**config.mk**
```make
export PLATFORM = sky130hd
export DESIGN_NAME = etc_timer
export DESIGN_NICKNAME = d
export VERILOG_FILES = /design/src/rtl/etc_timer.v
export VERILOG_INCLUDE_DIRS = /design/src /design/src/rtl
export SDC_FILE = /design/constraint.sdc
export NUM_CORES = 1
export LEC_CHECK = 0
export BUFFER_PORTS_ARGS = -buffer_cell sky130_fd_sc_hd__buf_2
export CAP_MARGIN = 40
export CORE_ASPECT_RATIO = 1.1
export CORE_MARGIN = 4
export CORE_UTILIZATION = 42
export CTS_CLUSTER_SIZE = 30
export DETAILED_ROUTE_END_ITERATION = 10
export SLEW_MARGIN = 20
export SYNTH_ARGS = -nofsm -noshare
export SYNTH_HDL_FRONTEND = slang
export SYNTH_SLANG_ARGS = --single-unit
```
**constraint.sdc**
```tcl
create_clock -name clk -period 5.6 [get_ports clk]
set_input_delay 0 -clock clk [delete_from_list [all_inputs] [get_ports clk]]
set_output_delay 0 -clock clk [all_outputs]
set_load 0.02 [all_outputs]
```
**src/rtl/etc_defines.vh**
```
// constants for the eight-bit timer control block
`ifndef ETC_DEFINES_VH
`define ETC_DEFINES_VH
// register indices, byte address is four times the index
`define ETC_IDX_CTRL      6'h00
`define ETC_IDX_SHARED    6'h01
`define ETC_IDX_A_LOW     6'h04
`define ETC_IDX_A_HIGH    6'h05
`define ETC_IDX_B_LOW     6'h06
`define ETC_IDX_RISE_CAP  6'h08
`define ETC_IDX_FALL_CAP  6'h09
`define ETC_IDX_COUNT     6'h0a
// control register fields
`define ETC_C_RUN         7
`define ETC_C_SINGLE      6
`define ETC_C_TIMEOUT     5
`define ETC_C_CLK_HI      4
`define ETC_C_CLK_LO      3
`define ETC_C_CAP_MASK    2
`define ETC_C_TO_MASK     1
`define ETC_C_OUT_SEL     0
// shared register fields
`define ETC_S_MODE        7
`define ETC_S_PIN_SEL     6
`define ETC_S_EDGE_HI     5
`define ETC_S_EDGE_LO     4
`define ETC_S_SUB_HI      3
`define ETC_S_SUB_LO      2
`define ETC_S_RISE        1
`define ETC_S_FALL        0
// encodings
`define ETC_EDGE_FALL     2'h0
`define ETC_EDGE_RISE     2'h1
`define ETC_SUB_FORCE_LO  2'h2
`define ETC_SUB_FORCE_HI  2'h3
`define ETC_FILT_NONE     2'h0
`define ETC_FILT_4        2'h1
`define ETC_FILT_8        2'h2
`define ETC_FILT_LEN_4    3'h3
`define ETC_FILT_LEN_8    3'h7
`define ETC_DIV2_MASK     3'h1
`define ETC_DIV4_MASK     3'h3
`define ETC_DIV8_MASK     3'h7
// values
`define ETC_BYTE_ZERO     8'h00
`define ETC_BYTE_ONE      8'h01
`define ETC_BYTE_FULL     8'hff
`define ETC_WORD_ZERO     32'h00000000
`define ETC_PAD_ZERO      24'h000000
`endif

```
**src/rtl/etc_timer.v**
```verilog
// eight-bit timer control with apb register access
`timescale 1ns/1ps
`default_nettype none
`include "etc_defines.vh"
module etc_timer
(
  input  wire        clk,
  input  wire        rst_n,
  input  wire        psel,
  input  wire        penable,
  input  wire        pwrite,
  input  wire [7:0]  paddr,
  input  wire [31:0] pwdata,
  output reg  [31:0] prdata,
  output reg         pready,
  output reg         pslverr,
  input  wire        stop_recovery,
  input  wire        port2_bit0_pin,
  input  wire        port3_bit1_pin,
  input  wire        first_port_data,
  input  wire        second_port_data,
  output reg         first_output_pin,
  output reg         second_output_pin,
  output reg         counter_a_output,
  output reg         counter_b_output,
  output reg         timeout_irq,
  output reg         capture_irq,
  output reg         external_irq_line
);

  // ==========================================================
  // functions
  function [2:0] filt_len;
    input [1:0] code;
    begin
      case (code)
        `ETC_FILT_4: filt_len = `ETC_FILT_LEN_4;
        `ETC_FILT_8: filt_len = `ETC_FILT_LEN_8;
        default:     filt_len = 3'h0;
      endcase
    end
  endfunction

  function hit;
    input [5:0] idx;
    input [7:0] addr;
    begin
      hit = (addr[7:2] == idx) && (addr[1:0] == 2'h0);
    end
  endfunction

  // ==========================================================
  // state
  reg        run, single, timeout, cap_mask, to_mask, out_sel;
  reg        mode, pin_sel, rise_flag, fall_flag, init_a, init_b;
  reg        stop_pend, started, filt, filt_prev;
  reg [1:0]  clk_sel, edge_sel, sub, p20_sync, p31_sync;
  reg [2:0]  div, clr_pend, filt_cnt;
  reg [7:0]  a_low, a_high, b_low, rise_cap, fall_cap, count;

  // ==========================================================
  // bus decode
  wire       setup   = psel && !penable;
  wire       wr      = psel && penable && pready && pwrite;
  wire       wr_ctrl = wr && hit(`ETC_IDX_CTRL, paddr);
  wire       wr_shr  = wr && hit(`ETC_IDX_SHARED, paddr);
  wire       mapped  = hit(`ETC_IDX_CTRL, paddr) || hit(`ETC_IDX_SHARED, paddr) ||
                       hit(`ETC_IDX_A_LOW, paddr) || hit(`ETC_IDX_A_HIGH, paddr) ||
                       hit(`ETC_IDX_B_LOW, paddr) || hit(`ETC_IDX_RISE_CAP, paddr) ||
                       hit(`ETC_IDX_FALL_CAP, paddr) || hit(`ETC_IDX_COUNT, paddr);
  wire [7:0] ctrl_rd = {run, single, timeout, clk_sel, cap_mask, to_mask, out_sel};
  wire [7:0] shr_rd  = {mode, pin_sel, edge_sel, sub,
                        mode ? rise_flag : init_a, mode ? fall_flag : init_b};

  // ==========================================================
  // prescaler, free running so the first tick lands anywhere
  reg tick;
  always @*
  begin
    case (clk_sel)
      2'h0:    tick = 1'b1;
      2'h1:    tick = (div & `ETC_DIV2_MASK) == `ETC_DIV2_MASK;
      2'h2:    tick = (div & `ETC_DIV4_MASK) == `ETC_DIV4_MASK;
      default: tick = (div & `ETC_DIV8_MASK) == `ETC_DIV8_MASK;
    endcase
  end

  always @(posedge clk or negedge rst_n)
  begin
    if (!rst_n)
      div <= 3'h0;
    else
      div <= div + 3'h1;
  end

  // ==========================================================
  // demodulation input: sync, glitch filter, edge detect
  wire       dem_in   = pin_sel ? p31_sync[1] : p20_sync[1];
  wire [2:0] flen     = filt_len(sub);
  wire       rise_ev  = filt && !filt_prev;
  wire       fall_ev  = !filt && filt_prev;
  wire       rise_q   = rise_ev && (edge_sel != `ETC_EDGE_FALL);
  wire       fall_q   = fall_ev && (edge_sel != `ETC_EDGE_RISE);
  wire       dem_edge = mode && run && (rise_q || fall_q);
  wire       capture  = dem_edge && started;

  always @(posedge clk or negedge rst_n)
  begin
    if (!rst_n)
    begin
      p20_sync  <= 2'h0;
      p31_sync  <= 2'h0;
      filt      <= 1'b0;
      filt_prev <= 1'b0;
      filt_cnt  <= 3'h0;
    end
    else
    begin
      p20_sync  <= {p20_sync[0], port2_bit0_pin};
      p31_sync  <= {p31_sync[0], port3_bit1_pin};
      filt_prev <= filt;
      if (dem_in == filt)
        filt_cnt <= 3'h0;
      else if (filt_cnt >= flen)
      begin
        filt     <= dem_in;
        filt_cnt <= 3'h0;
      end
      else
        filt_cnt <= filt_cnt + 3'h1;
    end
  end

  // ==========================================================
  // terminal count and timeout detection
  wire tx_term = !mode && run && tick && (count == `ETC_BYTE_ZERO);
  wire dm_zero = mode && run && started && tick && !capture &&
                 (count == `ETC_BYTE_ONE);
  wire to_set  = tx_term || dm_zero;

  // ==========================================================
  // counter core
  always @(posedge clk or negedge rst_n)
  begin
    if (!rst_n)
    begin
      run              <= 1'b0;
      stop_pend        <= 1'b0;
      started          <= 1'b0;
      count            <= `ETC_BYTE_ZERO;
      counter_a_output <= 1'b0;
      rise_cap         <= `ETC_BYTE_ZERO;
      fall_cap         <= `ETC_BYTE_ZERO;
    end
    else if (stop_recovery)
    begin
      run       <= 1'b0;
      stop_pend <= 1'b0;
      started   <= 1'b0;
    end
    else if (wr_ctrl && pwdata[`ETC_C_RUN] && !run)
    begin
      run              <= 1'b1;
      stop_pend        <= 1'b0;
      started          <= 1'b0;
      count            <= mode ? `ETC_BYTE_FULL : a_low;
      counter_a_output <= init_a;
    end
    else
    begin
      if (wr_ctrl && !pwdata[`ETC_C_RUN])
        stop_pend <= 1'b1;
      else if (tick)
        stop_pend <= 1'b0;
      if (tick && stop_pend)
        run <= 1'b0;
      if (capture)
      begin
        if (rise_q)
          rise_cap <= ~count;
        else
          fall_cap <= ~count;
        count <= `ETC_BYTE_FULL;
      end
      else if (dem_edge)
      begin
        started <= 1'b1;
        count   <= `ETC_BYTE_FULL;
      end
      else if (mode && run && started && tick)
        count <= count - `ETC_BYTE_ONE;
      else if (tx_term)
      begin
        counter_a_output <= !counter_a_output;
        count            <= counter_a_output ? a_low : a_high;
        if (single)
          run <= 1'b0;
      end
      else if (!mode && run && tick)
        count <= count - `ETC_BYTE_ONE;
    end
  end

  // ==========================================================
  // configuration and flags
  always @(posedge clk or negedge rst_n)
  begin
    if (!rst_n)
    begin
      single    <= 1'b0;
      out_sel   <= 1'b0;
      mode      <= 1'b0;
      pin_sel   <= 1'b0;
      edge_sel  <= 2'h0;
      sub       <= 2'h0;
      init_a    <= 1'b0;
      init_b    <= 1'b0;
      timeout   <= 1'b0;
      clk_sel   <= 2'h0;
      cap_mask  <= 1'b0;
      to_mask   <= 1'b0;
      rise_flag <= 1'b0;
      fall_flag <= 1'b0;
      clr_pend  <= 3'h0;
      a_low     <= `ETC_BYTE_ZERO;
      a_high    <= `ETC_BYTE_ZERO;
      b_low     <= `ETC_BYTE_ZERO;
    end
    else
    begin
      if (stop_recovery)
      begin
        single   <= 1'b0;
        out_sel  <= 1'b0;
        mode     <= 1'b0;
        pin_sel  <= 1'b0;
        edge_sel <= 2'h0;
        sub      <= 2'h0;
        init_a   <= 1'b0;
        init_b   <= 1'b0;
      end
      else
      begin
        if (wr_ctrl)
        begin
          single   <= pwdata[`ETC_C_SINGLE];
          clk_sel  <= pwdata[`ETC_C_CLK_HI:`ETC_C_CLK_LO];
          cap_mask <= pwdata[`ETC_C_CAP_MASK];
          to_mask  <= pwdata[`ETC_C_TO_MASK];
          out_sel  <= pwdata[`ETC_C_OUT_SEL];
        end
        if (wr_shr)
        begin
          mode     <= pwdata[`ETC_S_MODE];
          pin_sel  <= pwdata[`ETC_S_PIN_SEL];
          edge_sel <= pwdata[`ETC_S_EDGE_HI:`ETC_S_EDGE_LO];
          sub      <= pwdata[`ETC_S_SUB_HI:`ETC_S_SUB_LO];
          if (!mode)
          begin
            init_a <= pwdata[`ETC_S_RISE];
            init_b <= pwdata[`ETC_S_FALL];
          end
        end
        if (wr && hit(`ETC_IDX_A_LOW, paddr))
          a_low <= pwdata[7:0];
        if (wr && hit(`ETC_IDX_A_HIGH, paddr))
          a_high <= pwdata[7:0];
        if (wr && hit(`ETC_IDX_B_LOW, paddr))
          b_low <= pwdata[7:0];
      end
      // clears wait for the next tick; a set in that tick wins
      if (tick)
      begin
        timeout   <= to_set || (timeout && !clr_pend[2]);
        rise_flag <= (capture && rise_q) || (rise_flag && !clr_pend[1]);
        fall_flag <= (capture && !rise_q) || (fall_flag && !clr_pend[0]);
        clr_pend  <= {wr_ctrl && pwdata[`ETC_C_TIMEOUT],
                      wr_shr && mode && pwdata[`ETC_S_RISE],
                      wr_shr && mode && pwdata[`ETC_S_FALL]};
      end
      else
      begin
        if (capture && rise_q)
          rise_flag <= 1'b1;
        if (capture && !rise_q)
          fall_flag <= 1'b1;
        clr_pend <= clr_pend | {wr_ctrl && pwdata[`ETC_C_TIMEOUT],
                                wr_shr && mode && pwdata[`ETC_S_RISE],
                                wr_shr && mode && pwdata[`ETC_S_FALL]};
      end
    end
  end

  // ==========================================================
  // pins and interrupt request lines
  always @(posedge clk or negedge rst_n)
  begin
    if (!rst_n)
    begin
      first_output_pin  <= 1'b0;
      second_output_pin <= 1'b0;
      counter_b_output  <= 1'b0;
      timeout_irq       <= 1'b0;
      capture_irq       <= 1'b0;
      external_irq_line <= 1'b0;
    end
    else
    begin
      first_output_pin  <= out_sel ? counter_a_output : first_port_data;
      second_output_pin <= (!mode && pin_sel) ? (counter_a_output | counter_b_output)
                                              : second_port_data;
      if (sub == `ETC_SUB_FORCE_LO && !mode)
        counter_b_output <= 1'b0;
      else if (sub == `ETC_SUB_FORCE_HI && !mode)
        counter_b_output <= 1'b1;
      else
        counter_b_output <= init_b;
      timeout_irq       <= timeout && to_mask;
      capture_irq       <= (rise_flag || fall_flag) && mode && cap_mask;
      external_irq_line <= capture && pin_sel;
    end
  end

  // ==========================================================
  // apb slave, no wait states
  always @(posedge clk or negedge rst_n)
  begin
    if (!rst_n)
    begin
      pready  <= 1'b0;
      pslverr <= 1'b0;
      prdata  <= `ETC_WORD_ZERO;
    end
    else if (setup)
    begin
      pready  <= 1'b1;
      pslverr <= !mapped;
      if (pwrite || !mapped)
        prdata <= `ETC_WORD_ZERO;
      else if (hit(`ETC_IDX_CTRL, paddr))
        prdata <= {`ETC_PAD_ZERO, ctrl_rd};
      else if (hit(`ETC_IDX_SHARED, paddr))
        prdata <= {`ETC_PAD_ZERO, shr_rd};
      else if (hit(`ETC_IDX_A_LOW, paddr))
        prdata <= {`ETC_PAD_ZERO, a_low};
      else if (hit(`ETC_IDX_A_HIGH, paddr))
        prdata <= {`ETC_PAD_ZERO, a_high};
      else if (hit(`ETC_IDX_B_LOW, paddr))
        prdata <= {`ETC_PAD_ZERO, b_low};
      else if (hit(`ETC_IDX_RISE_CAP, paddr))
        prdata <= {`ETC_PAD_ZERO, rise_cap};
      else if (hit(`ETC_IDX_FALL_CAP, paddr))
        prdata <= {`ETC_PAD_ZERO, fall_cap};
      else
        prdata <= {`ETC_PAD_ZERO, count};
    end
    else
    begin
      pready  <= 1'b0;
      pslverr <= 1'b0;
    end
  end

endmodule
`default_nettype wire
```
==> impl_results.md <==
- CP Buf/Inv Count: 0
- Initial antenna violation count: 0
- Synthesis-to-layout area growth: 11.4%
- CP Launch Type: flop
- Die Span X: 115 microns
- GR Overflow Total: 0
- Synth Cell Area: 5320 sq um
- Yosys top cell by area: dfrtp_1
- Max-cap viol count: 0
- HP Start: pwdata[3]
- Synthesized area per cell: 10.0 sq um
- Most numerous cell in the Yosys netlist: dfrtp_1
- Required @ worst endpoint: 5.85 ns
- Post-synth top flop: dfrtp_1
- Vias per cell: 5.48
- Measured slew at the worst slew-check pin: 0.713 ns
- Period Utilization, post-route: 46.3%
- Worst path cell trace: ha_1, ha_1, mux2i_1, a21oi_1, and3_1, mux2i_1, o22ai_1, o21ai_0
- First-pass GRT wire length: 20,600 microns
- WL met2: 6300 microns
- Setup TNS Final: 0 ns
- Cell area after layout: 5920 sq um
- Vias: 3,976
- Nature of the critical path endpoint: flop
- Max-slew violations: 0
- Starting Density: 43.6%
- Ys async rst share: 100%
- Design Power: 0.00155 W
- DRC Markers: 0
- Top sig layer: met4
- Post-synth top cells: dfrtp_1, nand2_1, mux2i_1
- Ranking of synthesized cells by area: dfrtp_1, mux2i_1, mux2_2
- Crit Path Max Fanout: 9
- Worst-Skew Late Latency: 0.35 ns
- Met1 wire length: 5680 microns
- Final net count: 629
- Num ports: 91
- Gr usage total: 18.3%
- Row cnt: 42
- EDFF count, synth: 0
- Max IR drop VDD: 0.192 mV
- Register area share after synthesis: 47.0%
- Top-area cell type share of the netlist area: 47.0%
- Critical path class: flop to flop
- Final Critical Period: 2.59 ns
- Pre-CTS WS: 3.01 ns
- Top Family by Delay on Critical Path: compound AO/OA/AOI/OAI gates
- Met3 WL: 650 microns
- Fmax: 386 MHz
- Post-DRT Antenna Nets: 0
- Critical Path Start: div[0]
- Worst slew margin: 52.0%
- Clock root buffer: clkbuf_16
- Yosys warnings: 0
- Average wire per cell in the routed design: 18.0 microns
- Die H: 126 microns
- Number of buffers created by CTS: 9
- First drt pass iteration count: 4
- Hold Fails Final Rpt: 0
- Starting DRT DRC Count: 162
- Post-CTS Setup Bufs: 0
- I/O Buffers: 42
- H-tree depth: 3
- Distinct cell type count after synthesis: 55
- Slowest Stage Delay on Critical Path: 0.60 ns
- RR Startpoint: div[0]
- Leakage power: 2.85 nW
- PD cells: 262 nW/um^2
- Status: complete, no violations
- Diodes inserted: 0
- RSZ-0062 raised after global routing: no
- Largest net degree at the start of global routing: 53
- Placed Area: 5520 sq um
- # setup viols final: 0
- Slowest cell on the critical path: and3_1
- Clock sink count: 100
- Layout cells sized above 1: 16.6%
- Hold slack: 0.0100 ns
- Clock Skews: 0.0115 ns
- CTS tree: built
- Drt total wl: 13,100 microns
- WP data arrival: 2.84 ns
- Core area: 12,200 sq um
- Clock-pin slew on the worst setup and hold paths: 0.07 ns
- Seq cells post-synth: 100
- Post-synthesis cell count: 531
- PnR worst setup slack: 3.01 ns
- Die area: 14,500 sq um
- Vias in the first global route: 3,928
- CTS Buffer Depth: 2
- Worst hold path class: primary input to flop
- Placer's final routability congestion estimate: 0.906
- Hpwl dp: 9490 microns
-- through the flow --
step | std cells | utilization, %
global placement | 699 | 45.2
finish | 726 | 48.6
global route | 726 | 48.6
CTS | 725 | 48.4
detailed placement | 700 | 45.3
floorplan | 554 | -
-- timing repair --
item / 4_1_cts / 5_1_grt
hold buffers: 9 / 0
endpoints found under the hold margin: 65 / 0
resized for setup: 0 / 0
-- placed cells by master, fill, tap and decap left out, types with 3 or more instances in the layout --
cell and count:
buf_4 3, mux2_2 28, clkbuf_16 9, nor2_1 30, nor2b_1 4, inv_1 21, xor2_1 5, nand3_1 6
nor4_1 4, and2_1 3, o22ai_1 8, nand2_1 64, and3_1 8, o31ai_1 6, a22oi_1 4, xnor2_1 5
nor3_1 7, o21ai_0 38, a21oi_1 23, o21ai_1 6, buf_2 41, conb_1 24, a32o_1 6, dfrtp_1 100
inv_6 4, ha_1 12, a22o_1 4, nand3b_1 3, mux2i_1 44, nand2b_1 5, dlygate4sd3_1 9
-- power by group --
group          internal, W  switching (W)  leakage, nW
clock             0.000323       0.000292        0.146
sequential        0.000740      0.0000260         1.32
combinational    0.0000643       0.000108         1.38
-- worst reg2reg max path, delay by kind of cell, from the launching register on --
family	cells	cell delay, ns
AO/OA/AOI/OAI	3	0.83
multiplexers	2	0.36
AND/OR/NAND/NOR	1	0.60
adder cells (fa/ha/maj)	2	0.33
flip-flops	1	0.38
-- cell families (layout without fill, tap and decap cells) --
family,after synthesis,after routing,share of synthesized area [%]
and+or+nand+nor,149,149,13.5
AOI/OAI and AO/OA,114,114,13.5
DFF,100,100,47.0
buffers and inverters,73,91,7.17
muxes,72,72,14.2
adders and majority gates,12,12,2.82
xor gates and xnor gates,10,10,1.65
other,1,24,0.0705
-- final cells by class --
class	instances	area, sq um
Fill cell	1159	6270
Multi-Input combinational cell	381	2520
Sequential cell	100	2500
Timing Repair Buffer	54	338
Clock buffer	10	239
Tap cell	154	193
Inverter	21	78.8
Clock inverter	6	51.3
-- per-layer routing --
metal,vias up,GRT usage (%)
met5,-,0
met4,0,7.25
met3,24,4.56
met2,90,28.8
met1,1961,24.3
li1,1901,-
-- sequential cells by signal (all words and copies together), names as in the netlist, 2 cells and up --
signal	cells
clr_pend	3
clk_sel	2
count	8
a_low	8
a_high	8
fall_cap	8
div	3
filt_cnt	3
rise_cap	8
p31_sync	2
sub	2
edge_sel	2
prdata	8
p20_sync	2
b_low	8
-- final timing paths --
path                                    end  cells past startpoint  slack [ns]
worst min-delay path               a_low[3]                      2        0.01
worst max register to register     count[5]                      8        3.01
worst max-delay path               count[5]                      8        3.01
max in group asynchronous          a_low[4]                      3        4.24
min in group asynchronous         filt_prev                      2        0.26
worst min register to register  p31_sync[1]                      0        0.35
No activity file was read; power rests on OpenSTA's default activity.
